[config.mk]
export PLATFORM = sky130hd
export DESIGN_NAME = dic_top
export DESIGN_NICKNAME = d
export VERILOG_FILES = /design/src/logic/dic_cnt_ram.v /design/src/logic/dic_top.v
export VERILOG_INCLUDE_DIRS = /design/src /design/src/inc
export SDC_FILE = /design/constraint.sdc
export NUM_CORES = 2
export LEC_CHECK = 0
export BUFFER_PORTS_ARGS = -buffer_cell sky130_fd_sc_hd__buf_2
export CORE_UTILIZATION = 30
export CTS_BUF_LIST = sky130_fd_sc_hd__clkbuf_16
export DETAILED_ROUTE_END_ITERATION = 6
export GPL_TIMING_DRIVEN = 0
export PLACE_DENSITY_LB_ADDON = 0.2
export SLEW_MARGIN = 20
export SYNTH_ARGS = -nofsm -noshare
export SYNTH_HDL_FRONTEND = slang
export SYNTH_HIERARCHICAL = 1
export SYNTH_SLANG_ARGS = --single-unit
[constraint.sdc]
create_clock -name aclk -period 5.8 [get_ports aclk]
set_input_delay 0.29 -clock aclk [delete_from_list [all_inputs] [get_ports aclk]]
set_output_delay 0.29 -clock aclk [all_outputs]
set_load 0.01 [all_outputs]
[src/inc/dic_defines.vh]
// Constants of the digital input conditioning block: offsets, fields, resets, timing.
// Assumes a 250 MHz clock; all slow timing runs from a 0.1 ms tick.
`ifndef DIC_DEFINES_VH
`define DIC_DEFINES_VH

// ----------------------------------------
// Register offsets
// ----------------------------------------
`define DIC_OFS_CTRL    8'h00
`define DIC_OFS_THRESH  8'h04
`define DIC_OFS_STATUS  8'h08
`define DIC_OFS_MASK    8'h0C
`define DIC_OFS_INPUT   8'h10

// ----------------------------------------
// Control fields and reset values
// ----------------------------------------
`define DIC_CTRL_INRUSH   0
`define DIC_CTRL_OPEN     1
`define DIC_CTRL_COUNT    2
`define DIC_CTRL_FILT_LO  4
`define DIC_CTRL_EXT_LO   6
`define DIC_CTRL_RST      8'h50
`define DIC_CTRL_WMASK    8'hF7
`define DIC_THRESH_RST    16'h0001
`define DIC_THRESH_MAX    16'hFDE8
`define DIC_THRESH_MUL    16'h03E8

// ----------------------------------------
// Status fields
// ----------------------------------------
`define DIC_ST_OVC      0
`define DIC_ST_OPEN_LO  8
`define DIC_ST_CNT_LO   16

// ----------------------------------------
// Timing
// ----------------------------------------
`define DIC_CLK_PS      4000
`define DIC_TICK_PS     100000000
`define DIC_TICK_CYC    (`DIC_TICK_PS / `DIC_CLK_PS)
`define DIC_TICK_PER_MS 10
`define DIC_INRUSH_MS   100
`define DIC_INRUSH_TK   (`DIC_INRUSH_MS * `DIC_TICK_PER_MS)
`define DIC_SAVE_S      3600
`define DIC_SAVE_TK     (`DIC_SAVE_S * 1000 * `DIC_TICK_PER_MS)
`define DIC_FILT0_TK    11'h001
`define DIC_FILT1_TK    11'h00A
`define DIC_FILT2_TK    11'h064
`define DIC_FILT3_TK    11'h0C8
`define DIC_EXT0_TK     11'h00A
`define DIC_EXT1_TK     11'h096
`define DIC_EXT2_TK     11'h3E8
`define DIC_EXT3_TK     11'h7D0

`endif

[src/logic/dic_cnt_ram.v]
// Eight-word counter memory with one write port and a registered read port.
// Assumes one clock; read data appear one cycle after the address.
`timescale 1ns/10ps
`default_nettype none

module dic_cnt_ram (
    // Clock
    input  wire        aclk,
    // Write port
    input  wire        we,
    input  wire [2:0]  waddr,
    input  wire [31:0] wdata,
    // Read port
    input  wire [2:0]  raddr,
    output reg  [31:0] rdata_ff
);

    reg [31:0] mem [0:7];

    always @(posedge aclk) begin
        if (we) begin
            mem[waddr] <= wdata;
        end
        rdata_ff <= mem[raddr];
    end

endmodule // dic_cnt_ram

`default_nettype wire

[src/logic/dic_top.v]
// Digital input conditioning for eight field channels, with an AXI4-Lite register slave.
// Assumes inputs synchronous to aclk and a nonvolatile store with asynchronous read.
`timescale 1ns/10ps
`default_nettype none
`include "dic_defines.vh"

module dic_top #(
    parameter        HAS_OPEN_SENSE = 1,
    parameter [31:0] TICK_CYC       = `DIC_TICK_CYC,
    parameter [31:0] SAVE_TK        = `DIC_SAVE_TK
) (
    // Clock and reset
    input  wire        aclk,
    input  wire        aresetn,
    // Field side
    input  wire [7:0]  field_in,
    input  wire [7:0]  wire_open_in,
    input  wire        overcurrent_in,
    input  wire        inrush_in,
    // Nonvolatile count store
    output reg         nv_wr_en_ff,
    output reg  [2:0]  nv_addr_ff,
    output reg  [31:0] nv_wdata_ff,
    input  wire [31:0] nv_rdata,
    // Conditioned inputs and interrupt
    output reg  [7:0]  cond_out_ff,
    output reg         irq_ff,
    // AXI4-Lite write
    input  wire [7:0]  awaddr,
    input  wire        awvalid,
    output reg         awready_ff,
    input  wire [31:0] wdata,
    input  wire [3:0]  wstrb,
    input  wire        wvalid,
    output reg         wready_ff,
    output reg  [1:0]  bresp_ff,
    output reg         bvalid_ff,
    input  wire        bready,
    // AXI4-Lite read
    input  wire [7:0]  araddr,
    input  wire        arvalid,
    output reg         arready_ff,
    output reg  [31:0] rdata_ff,
    output reg  [1:0]  rresp_ff,
    output reg         rvalid_ff,
    input  wire        rready
);

    localparam [2:0] S_LOAD = 3'b001;
    localparam [2:0] S_RUN  = 3'b010;
    localparam [2:0] S_SAVE = 3'b100;
    localparam [31:0] INRUSH_TK = `DIC_INRUSH_TK;

    // ----------------------------------------
    // Decoding helpers
    // ----------------------------------------
    function [10:0] filt_tk;
        input [1:0] sel;
        begin
            case (sel)
                2'h0:    filt_tk = `DIC_FILT0_TK;
                2'h1:    filt_tk = `DIC_FILT1_TK;
                2'h2:    filt_tk = `DIC_FILT2_TK;
                default: filt_tk = `DIC_FILT3_TK;
            endcase
        end
    endfunction

    function [10:0] ext_tk;
        input [1:0] sel;
        begin
            case (sel)
                2'h0:    ext_tk = `DIC_EXT0_TK;
                2'h1:    ext_tk = `DIC_EXT1_TK;
                2'h2:    ext_tk = `DIC_EXT2_TK;
                default: ext_tk = `DIC_EXT3_TK;
            endcase
        end
    endfunction

    function [2:0] first_set;
        input [7:0] v;
        integer i;
        begin
            first_set = 3'h0;
            for (i = 7; i >= 0; i = i - 1) begin
                if (v[i]) begin
                    first_set = i[2:0];
                end
            end
        end
    endfunction

    // ----------------------------------------
    // Registers and tick
    // ----------------------------------------
    reg  [7:0]  ctrl_ff;
    reg  [15:0] thresh_ff;
    reg  [31:0] status_ff;
    reg  [31:0] mask_ff;
    reg  [31:0] tick_cnt_ff;
    reg         tick_ff;
    reg  [9:0]  inrush_cnt_ff;
    reg  [31:0] hour_cnt_ff;
    reg         save_req_ff;
    reg  [7:0]  stable_ff;
    reg  [7:0]  pend_ff;
    reg  [2:0]  state_ff;
    reg  [2:0]  idx_ff;
    reg         phase_ff;
    reg  [2:0]  cur_ff;
    wire [7:0]  rise;
    wire [31:0] ram_rdata;
    wire [31:0] limit;
    wire [31:0] inc_val;
    reg         ram_we;
    reg  [2:0]  ram_waddr;
    reg  [31:0] ram_wdata;
    reg  [2:0]  ram_raddr;
    reg  [31:0] hw_set;
    wire        wr_fire;
    wire        rd_fire;
    reg  [31:0] bmask;

    always @(posedge aclk) begin
        if (!aresetn) begin
            tick_cnt_ff <= 32'h0000_0000;
            tick_ff     <= 1'b0;
        end else if (tick_cnt_ff >= TICK_CYC - 32'h0000_0001) begin
            tick_cnt_ff <= 32'h0000_0000;
            tick_ff     <= 1'b1;
        end else begin
            tick_cnt_ff <= tick_cnt_ff + 32'h0000_0001;
            tick_ff     <= 1'b0;
        end
    end

    // ----------------------------------------
    // Per-channel filter and stretch
    // ----------------------------------------
    genvar g;
    generate
        for (g = 0; g < 8; g = g + 1) begin : g_ch
            reg [10:0] filt_ff;
            reg [10:0] hold_ff;
            always @(posedge aclk) begin
                if (!aresetn) begin
                    filt_ff        <= 11'h000;
                    hold_ff        <= 11'h000;
                    stable_ff[g]   <= 1'b0;
                    cond_out_ff[g] <= 1'b0;
                end else begin
                    if (field_in[g] == stable_ff[g]) begin
                        filt_ff <= 11'h000;
                    end else if (tick_ff) begin
                        // Change must persist for the whole filter time.
                        if (filt_ff + 11'h001 >= filt_tk(ctrl_ff[5:4])) begin
                            stable_ff[g] <= field_in[g];
                            filt_ff      <= 11'h000;
                        end else begin
                            filt_ff <= filt_ff + 11'h001;
                        end
                    end
                    if (stable_ff[g]) begin
                        hold_ff <= ext_tk(ctrl_ff[7:6]);
                    end else if (tick_ff && hold_ff != 11'h000) begin
                        hold_ff <= hold_ff - 11'h001;
                    end
                    cond_out_ff[g] <= stable_ff[g] | (hold_ff != 11'h000);
                end
            end
        end
    endgenerate

    // ----------------------------------------
    // Overcurrent with inrush mask
    // ----------------------------------------
    always @(posedge aclk) begin
        if (!aresetn) begin
            inrush_cnt_ff <= 10'h000;
        end else if (inrush_in) begin
            inrush_cnt_ff <= INRUSH_TK[9:0];
        end else if (tick_ff && inrush_cnt_ff != 10'h000) begin
            inrush_cnt_ff <= inrush_cnt_ff - 10'h001;
        end
    end

    // ----------------------------------------
    // Count engine: restore, count, hourly save
    // ----------------------------------------
    assign rise    = ~cond_out_ff & {g_ch[7].hold_ff != 11'h000 | stable_ff[7],
                                     g_ch[6].hold_ff != 11'h000 | stable_ff[6],
                                     g_ch[5].hold_ff != 11'h000 | stable_ff[5],
                                     g_ch[4].hold_ff != 11'h000 | stable_ff[4],
                                     g_ch[3].hold_ff != 11'h000 | stable_ff[3],
                                     g_ch[2].hold_ff != 11'h000 | stable_ff[2],
                                     g_ch[1].hold_ff != 11'h000 | stable_ff[1],
                                     g_ch[0].hold_ff != 11'h000 | stable_ff[0]};
    assign limit   = {16'h0000, thresh_ff} * {16'h0000, `DIC_THRESH_MUL};
    assign inc_val = (ram_rdata == 32'hFFFF_FFFF) ? ram_rdata : ram_rdata + 32'h0000_0001;

    dic_cnt_ram u_ram (
        .aclk     (aclk),
        .we       (ram_we),
        .waddr    (ram_waddr),
        .wdata    (ram_wdata),
        .raddr    (ram_raddr),
        .rdata_ff (ram_rdata)
    );

    always @* begin
        ram_we    = 1'b0;
        ram_waddr = idx_ff;
        ram_wdata = nv_rdata;
        ram_raddr = idx_ff;
        hw_set    = 32'h0000_0000;
        if (state_ff == S_LOAD && phase_ff) begin
            ram_we = 1'b1;
        end
        if (state_ff == S_RUN) begin
            ram_raddr = first_set(pend_ff);
            if (phase_ff) begin
                ram_we    = 1'b1;
                ram_waddr = cur_ff;
                ram_wdata = inc_val;
                hw_set[`DIC_ST_CNT_LO + cur_ff] = (inc_val > limit);
            end
        end
        hw_set[`DIC_ST_OVC] = overcurrent_in &
            !(ctrl_ff[`DIC_CTRL_INRUSH] && inrush_cnt_ff != 10'h000);
        if (HAS_OPEN_SENSE != 0 && ctrl_ff[`DIC_CTRL_OPEN]) begin
            hw_set[`DIC_ST_OPEN_LO +: 8] = wire_open_in;
        end
    end

    always @(posedge aclk) begin
        if (!aresetn) begin
            state_ff    <= S_LOAD;
            idx_ff      <= 3'h0;
            phase_ff    <= 1'b0;
            cur_ff      <= 3'h0;
            pend_ff     <= 8'h00;
            hour_cnt_ff <= 32'h0000_0000;
            save_req_ff <= 1'b0;
            nv_wr_en_ff <= 1'b0;
            nv_addr_ff  <= 3'h0;
            nv_wdata_ff <= 32'h0000_0000;
        end else begin
            nv_wr_en_ff <= 1'b0;
            if (tick_ff) begin
                if (hour_cnt_ff >= SAVE_TK - 32'h0000_0001) begin
                    hour_cnt_ff <= 32'h0000_0000;
                    save_req_ff <= 1'b1;
                end else begin
                    hour_cnt_ff <= hour_cnt_ff + 32'h0000_0001;
                end
            end
            // Newly seen edges win over the service clear of the same cycle.
            pend_ff <= (pend_ff & ~((state_ff == S_RUN && !phase_ff && pend_ff != 8'h00)
                       ? (8'h01 << first_set(pend_ff)) : 8'h00))
                       | (ctrl_ff[`DIC_CTRL_COUNT] ? rise : 8'h00);
            case (state_ff)
                S_LOAD: begin
                    nv_addr_ff <= idx_ff;
                    phase_ff   <= ~phase_ff;
                    if (phase_ff) begin
                        idx_ff <= idx_ff + 3'h1;
                        if (idx_ff == 3'h7) begin
                            state_ff <= S_RUN;
                        end
                    end
                end
                S_RUN: begin
                    if (phase_ff) begin
                        phase_ff <= 1'b0;
                    end else if (pend_ff != 8'h00) begin
                        cur_ff   <= first_set(pend_ff);
                        phase_ff <= 1'b1;
                    end else if (save_req_ff) begin
                        save_req_ff <= 1'b0;
                        idx_ff      <= 3'h0;
                        state_ff    <= S_SAVE;
                    end
                end
                S_SAVE: begin
                    phase_ff <= ~phase_ff;
                    if (phase_ff) begin
                        nv_wr_en_ff <= 1'b1;
                        nv_addr_ff  <= idx_ff;
                        nv_wdata_ff <= ram_rdata;
                        idx_ff      <= idx_ff + 3'h1;
                        if (idx_ff == 3'h7) begin
                            state_ff <= S_RUN;
                        end
                    end
                end
                default: begin
                    state_ff <= S_RUN;
                    phase_ff <= 1'b0;
                end
            endcase
        end
    end

    // ----------------------------------------
    // AXI4-Lite slave
    // ----------------------------------------
    assign wr_fire = awready_ff & awvalid & wvalid;
    assign rd_fire = arready_ff & arvalid;

    always @* begin
        bmask = {{8{wstrb[3]}}, {8{wstrb[2]}}, {8{wstrb[1]}}, {8{wstrb[0]}}};
    end

    always @(posedge aclk) begin
        if (!aresetn) begin
            awready_ff <= 1'b0;
            wready_ff  <= 1'b0;
            bvalid_ff  <= 1'b0;
            bresp_ff   <= 2'b00;
            arready_ff <= 1'b0;
            rvalid_ff  <= 1'b0;
            rresp_ff   <= 2'b00;
            rdata_ff   <= 32'h0000_0000;
            ctrl_ff    <= `DIC_CTRL_RST;
            thresh_ff  <= `DIC_THRESH_RST;
            status_ff  <= 32'h0000_0000;
            mask_ff    <= 32'h0000_0000;
            irq_ff     <= 1'b0;
        end else begin
            awready_ff <= !awready_ff && !bvalid_ff && awvalid && wvalid;
            wready_ff  <= !awready_ff && !bvalid_ff && awvalid && wvalid;
            if (bvalid_ff && bready) begin
                bvalid_ff <= 1'b0;
            end
            if (wr_fire) begin
                bvalid_ff <= 1'b1;
                bresp_ff  <= 2'b00;
                if (awaddr == `DIC_OFS_CTRL) begin
                    ctrl_ff <= (ctrl_ff & ~(bmask[7:0] & `DIC_CTRL_WMASK))
                             | (wdata[7:0] & bmask[7:0] & `DIC_CTRL_WMASK);
                end else if (awaddr == `DIC_OFS_THRESH) begin
                    // Out-of-range thresholds are dropped; the old value stays.
                    if (wstrb[1:0] == 2'b11 && wdata[15:0] != 16'h0000
                        && wdata[15:0] <= `DIC_THRESH_MAX) begin
                        thresh_ff <= wdata[15:0];
                    end
                end else if (awaddr == `DIC_OFS_MASK) begin
                    mask_ff <= (mask_ff & ~bmask) | (wdata & bmask);
                end else if (awaddr != `DIC_OFS_STATUS && awaddr != `DIC_OFS_INPUT) begin
                    bresp_ff <= 2'b10;
                end
            end
            // Hardware set wins over a write-one clear in the same cycle.
            status_ff <= (status_ff & ~((wr_fire && awaddr == `DIC_OFS_STATUS)
                         ? (wdata & bmask) : 32'h0000_0000)) | hw_set;
            irq_ff <= |(status_ff & mask_ff);
            arready_ff <= !arready_ff && !rvalid_ff && arvalid;
            if (rvalid_ff && rready) begin
                rvalid_ff <= 1'b0;
            end
            if (rd_fire) begin
                rvalid_ff <= 1'b1;
                rresp_ff  <= 2'b00;
                if (araddr == `DIC_OFS_CTRL) begin
                    rdata_ff <= {24'h000000, ctrl_ff};
                end else if (araddr == `DIC_OFS_THRESH) begin
                    rdata_ff <= {16'h0000, thresh_ff};
                end else if (araddr == `DIC_OFS_STATUS) begin
                    rdata_ff <= status_ff;
                end else if (araddr == `DIC_OFS_MASK) begin
                    rdata_ff <= mask_ff;
                end else if (araddr == `DIC_OFS_INPUT) begin
                    rdata_ff <= {24'h000000, cond_out_ff};
                end else begin
                    rdata_ff <= 32'h0000_0000;
                    rresp_ff <= 2'b10;
                end
            end
        end
    end

endmodule // dic_top

`default_nettype wire

* Yosys cells after proc, flatten, opt, wreduce, memory -nomap -nowiden
Memory sizes are Yosys's and may differ from the RTL's. A register that Yosys moved wholly into a read port is not among the register bits. Index checks and enable logic that the tools add are counted.
Storage, ports and cells: memories kept 1, input bits 109, output and inout bits 86, flip-flop bits (word level) 451, bits in writable memories 256
Memories:
- u_ram.mem | words 8, width 32, rd ports 1, clocked after Yosys merged registers in 1, write ports 1, RTL line dic_cnt_ram.v:18 | reg [31:0] mem [0:7];
Cells by class: add/subtract/negate cells 22, bitwise logic cells 42, equality and inequality tests 33, order comparisons 14, shifts and indexed selects 1, muxes and demuxes 116, $mul 1, reduce and logical (&&, ||, !) cells 88
Operator list (count):
- $mux 11 | 41
- $mux 32 | 11
- $and 32x32->32 | 5
- $add 32x1->32 const B | 3
- $add 11x1->11 const B | 8
- $ge 11x11->1 | 8
- $reduce_bool 11->1 | 8
- $sub 11x1->11 const B | 8
- $mux 3 | 22
- $not 32->32 | 2
- $or 32x32->32 | 2
- $pmux 11 s3 | 1
- $and 8x8->8 | 4
- $eq 32x32->1 const B | 1
- $eq 8x4->1 const B | 4
- $ge 32x15->1 const B | 1
- $ge 32x26->1 const B | 1
- $gt 32x26->1 | 1
- $mux 8 | 4
- $reduce_or 32->1 | 1
- $reduce_and 3->1 | 9
- $reduce_bool 2->1 | 13
- $logic_and 1x1->1 | 25
- $not 8->8 | 3
- other kinds (41) | 131

* Depth between registers and ports, before layout
depth after elaboration 14, depth in mapped cells 23, mapped depth without buffers 23

* Cells and area by module
The synthesis kept the hierarchy.
Modules (own cells, without submodules):
- dic_top | area an instance 25539.5 µm², times used 1, sequential area each 8968.6 µm², cells an instance 3092
- dic_cnt_ram | area an instance 10466.3 µm², times used 1, sequential area each 8328.0 µm², cells an instance 415

* Worst setup path before layout
Ideal clock, no wire load.
path kind register to register, start register thresh_ff[2], end register status_ff[16], library setup time 0.087 ns, cell stages (with the launch flop) 24, arrival 5.943 ns, required time 5.713 ns, slack -0.230 ns, cell sequence dfxtp_1 > inv_1 > fa_1 > fa_1 > fa_1 > fa_1 > inv_1 > ha_1 > o21a_1 > nor2_1 > or4_1 > a41oi_1 > nor4_1 > nor4_1 > xnor2_1 > ha_1 > nand4_1 > nor2_1 > inv_1 > o31a_1 > o21ai_0 > o21ai_2 > a2111o_1 > o31ai_1
On the way: cells in the longest elaborated chain, start to end 6
Ends and longest elaborated chain:
- from (decl) | RTL line dic_top.v:98 | reg [15:0] thresh_ff;
- from (signal assigned) | RTL line dic_top.v:326 | thresh_ff <= `DIC_THRESH_RST;
- from (signal assigned) | RTL line dic_top.v:346 | thresh_ff <= wdata[15:0];
- $mul 16x7->23 | RTL line dic_top.v:199 | assign limit = {16'h0000, thresh_ff} * {16'h0000, `DIC_THRESH_MUL};
- $gt 32x26->1 | RTL line dic_top.v:226 | hw_set[`DIC_ST_CNT_LO + cur_ff] = (inc_val > limit);
- $and 32x32->32 (no source line)
- $mux 32 | RTL line dic_top.v:222 | if (phase_ff) begin
- $mux 32 | RTL line dic_top.v:220 | if (state_ff == S_RUN) begin
- $or 32x32->32 | RTL line dic_top.v:355 | status_ff <= (status_ff & ~((wr_fire && awaddr == `DIC_OFS_STATUS)
- to (signal assigned) | RTL line dic_top.v:355
- to (decl) | RTL line dic_top.v:99 | reg [31:0] status_ff;
No other way between the ends. A chain may end at the register's enable or synchronous reset.

* Worst setup path after layout
start register thresh_ff[7], end register status_ff[20]
Same word-level chain as after synthesis.

==> impl_table.tex <==
\begin{tabular}{lr}
\hline
Metric & Value \\
\hline
\multicolumn{2}{l}{\textbf{Global route}} \\
Maximum number of pins on one net before global-route repair & 19 \\
Overflow left after global routing & 0 \\
Antenna violations before repair & 1 \\
Number of global-route vias before repair & 27,010 \\
Wire length of the first global-routing pass & 167.8 mm \\
Overall track demand over capacity in global routing & 18.14\% \\
\multicolumn{2}{l}{\textbf{Floorplanning}} \\
Width of the die & 348.4 um \\
Row count & 126 \\
Full die area & 121,400 sq um \\
Ports & 195 \\
Area inside the core boundary & 118,600 sq um \\
Starting density of the core & 30.37\% \\
Die boundary height & 348.4 um \\
\multicolumn{2}{l}{\textbf{STA}} \\
Min Tclk post-route & 6.194 ns \\
Highest clock frequency the design can meet & 0.1614 GHz \\
Setup repair after global routing missed its margin & true \\
Post-Route Skew & 0.04083 ns \\
Worst setup margin & -0.3941 ns \\
Final setup violating endpoints & 8 \\
Pin slew with the least headroom to its limit & 1.196 ns \\
Relative max-transition margin & 20.25\% \\
Number of max-slew violations in the final report & 0 \\
Share of the cycle needed by the critical path after routing & 106.8\% \\
Final-report hold violation count & 0 \\
\multicolumn{2}{l}{\textbf{Route}} \\
Drt first pass iters & 6 \\
Vias per std cell & 4.985 \\
Post-route DRC violation count & 0 \\
Average routed wire per standard cell & 19.98 um \\
Detail Route Antenna Nets & 0 \\
Starting DRT DRC Count & 2,006 \\
Total Wirelength & 111.7 mm \\
Via count & 27,860 \\
\multicolumn{2}{l}{\textbf{Clock network}} \\
Clock buffer depth & 3 \\
Number of H-tree levels & 3 \\
CTS clock-pin slew for the worst setup and hold paths & 0.06 ns \\
Worst-Skew Late Latency & 0.68 ns \\
Root buffer selected by CTS & sky130\_fd\_sc\_hd\_\_clkbuf\_16 \\
Cts bufs inserted & 84 \\
TritonCTS clock tree & done \\
Num Clock Sinks & 736 \\
\multicolumn{2}{l}{\textbf{Critical path}} \\
Worst Path Max Fanout & 4 \\
Required @ worst endpoint & 6.39 ns \\
Kind of critical path & reg2reg \\
Maximum single-stage delay on the critical path & 0.58 ns \\
Most Frequent Cell on Critical Path & sky130\_fd\_sc\_hd\_\_fa\_1 \\
Sequence of cells on the critical path & clkinvlp\_4, fa\_1, fa\_1, fa\_1, fa\_1, inv\_1, ha\_4, nand4\_1, or4\_4, a41oi\_4, nor4\_4, nor4\_2, xnor2\_1, ha\_1, nand4\_1, nor2\_2, inv\_1, o31a\_1, o21ai\_2, o21ai\_4, a2111o\_1, buf\_12, o31ai\_2 \\
Top Family by Delay on Critical Path & adder cells \\
Cell with the largest stage delay on the worst path & sky130\_fd\_sc\_hd\_\_fa\_1 \\
Startpoint Class & flop \\
Data arrival time at the worst-slack endpoint & 6.78 ns \\
Nature of the critical path endpoint & flop \\
Critical path buffer and inverter count & 4 \\
\multicolumn{2}{l}{\textbf{Pwr}} \\
Relative contribution of the clock network to total power & 37.3\% \\
Power density over the cells & 322.0 nW/um\^{}2 \\
Power dissipated by switching net loads & 4.199 mW \\
Sequential share of power & 43.7\% \\
VDD IR-drop max & 0.2268 mV \\
Switching Share & 30.13\% \\
Static leakage & 16.43 nW \\
Logic pwr share & 19.0\% \\
P\_int & 9.737 mW \\
\multicolumn{2}{l}{\textbf{Yosys}} \\
Avg Inst Size Synth & 10.27 sq um \\
Number of synthesized flops with an enable pin & 256 \\
Post-synth cell types & 87 \\
Share of synthesized area occupied by flip-flops and latches & 48.04\% \\
Async S/R FF share, synth & 0\% \\
Number of warnings reported in the yosys synthesis log & 6 \\
Post-synthesis instance area & 36,010 sq um \\
\#FFs+latches synth & 736 \\
Top\_reg\_cell synth & sky130\_fd\_sc\_hd\_\_dfxtp\_1 \\
Synthesized instance count & 3,507 \\
\multicolumn{2}{l}{\textbf{Placement}} \\
Standard cell area after detailed placement & 39,420 sq um \\
PortBufs & 192 \\
Placed wire-length estimate & 81.19 mm \\
Routability congestion estimate from global placement & 0.8440 \\
Minimum setup slack after placement & -0.9334 ns \\
\multicolumn{2}{l}{\textbf{Final layout}} \\
Top library cells by usage in the layout, fill and taps aside & sky130\_fd\_sc\_hd\_\_dfxtp\_1, sky130\_fd\_sc\_hd\_\_nand2\_1, sky130\_fd\_sc\_hd\_\_nor2\_1 \\
Share of final-layout standard cells stronger than drive strength 1 & 13.84\% \\
Post-layout utilization of the core & 36.51\% \\
Most frequent standard cell in the layout excluding fill and tap cells & sky130\_fd\_sc\_hd\_\_dfxtp\_1 \\
Area added between synthesis and finish & 20.22\% \\
Post-Layout Inst Area & 43,290 sq um \\
Final net count & 4,232 \\
\multicolumn{2}{l}{\textbf{Outcome}} \\
Outcome & finished, violations left \\
Violated checks & setup timing \\
\multicolumn{2}{l}{\textbf{Run}} \\
Number of max-capacitance violations reported & 0 \\
\multicolumn{2}{l}{\textbf{Min path}} \\
Kind of path behind the tightest hold check & in2reg \\
\hline
\end{tabular}
## sequential cells by signal, indices dropped and copies added, names as in the netlist, 8 cells and up, named ones only
register,count
u_ram/mem,256
g_ch.filt_ff,88
g_ch.hold_ff,88
hour_cnt_ff,32
nv_wdata_ff,32
rdata_ff,32
status_ff,32
tick_cnt_ff,32
u_ram/rdata_ff,32
thresh_ff,16
inrush_cnt_ff,10
cond_out_ff,8
pend_ff,8
stable_ff,8
## cell families (layout without fill, tap and decap cells)
kind of cell | after synthesis | after routing | synth area share (%)
mux | 173 | 173 | 7.614
flops | 736 | 736 | 48.04
xor+xnor | 151 | 151 | 3.673
fa+ha+maj | 207 | 207 | 8.319
simple gates | 1255 | 1255 | 16.82
other cells | 1 | 20 | 0.01041
compound gates | 688 | 688 | 12.20
buf+inv | 296 | 759 | 3.329
## metal layers
layer	track usage (%)	share of wire, %	vias to the layer above
met2	29.14	45	583
met3	3.059	5.1	147
met5	0	0.012	-
li1	-	-	13540
met4	5.738	2.8	2
met1	24.76	47	13600
## Yosys cell counts (all sizes together) (25+ instances only)
library cell / count / share of area, %
dfxtp: 480 / 27
nand2: 417 / 4.4
nor2: 279 / 2.9
a21oi: 274 / 3.8
edfxtp: 256 / 21
ha: 153 / 5.3
inv: 138 / 1.4
nor3: 127 / 1.8
clkbuf: 116 / 1.2
o21ai: 112 / 1.6
nand3: 86 / 1.2
xnor2: 83 / 2.0
xor2: 68 / 1.7
and2: 64 / 1.1
mux4: 64 / 4.4
mux2i: 62 / 1.7
a22o: 60 / 1.5
fa: 54 / 3.0
or3: 50 / 0.87
nand4: 48 / 0.83
mux2: 47 / 1.5
buf: 37 / 0.62
and3: 33 / 0.58
a22oi: 31 / 0.65
a21o: 29 / 0.60
a211oi: 28 / 0.58
nand2b: 25 / 0.43
## through the flow
step           TNS, ns  total power, mW  std cells  hold slack (ns)
2_1_floorplan        0            7.983       3525           0.3770
3_3_place_gp   -264.79            8.751       5317           0.4346
3_5_place_dp    -7.298            8.782       5338           0.4391
4_1_cts         -3.415            14.05       5584         0.003419
5_1_grt         -4.845            14.66       5588          0.03603
6_report        -2.554            13.94       5589          0.04362
## power by group through the flow
stage          clock network, mW  logic [mW]  registers (mW)
6_report                    5.19        2.65            6.09
5_1_grt                     5.55        2.97            6.14
4_1_cts                     5.33        2.64            6.08
3_5_place_dp                   0        2.59            6.19
3_3_place_gp                   0        2.55            6.20
2_1_floorplan                  0        1.91            6.07
## layout make-up
cell class | instances | area, sq um
Timing Repair Buffer | 305 | 2126
Multi-Input combinational cell | 2493 | 17890
Clock buffer | 84 | 2102
Sequential cell | 736 | 17330
Clock inverter | 74 | 613.1
Buffer | 153 | 664.4
Antenna cell | 1 | 2.502
Inverter | 143 | 554.3
Tap cell | 1600 | 2002
Fill cell | 11970 | 75270
## worst paths after layout
| path | start | endpoint | slack [ns] | cells past startpoint |
|---|---|---|---|---|
| max | thresh_ff[7] | status_ff[20] | -0.39 | 23 |
| min | nv_rdata[15] | u_ram/mem[5][15] | 0.04 | 2 |
| max reg2reg | thresh_ff[7] | status_ff[20] | -0.39 | 23 |
| min reg2reg | status_ff[6] | status_ff[6] | 0.45 | 2 |
## what timing repair did
item,CTS,global route
pin swaps,45,10
endpoints found under the hold margin,108,0
setup endpoints to repair,8,8
setup buffers,23,4
cloned,0,0
hold buffers,65,0
gates resized for setup,46,15
(Power assumes the default switching activity.)
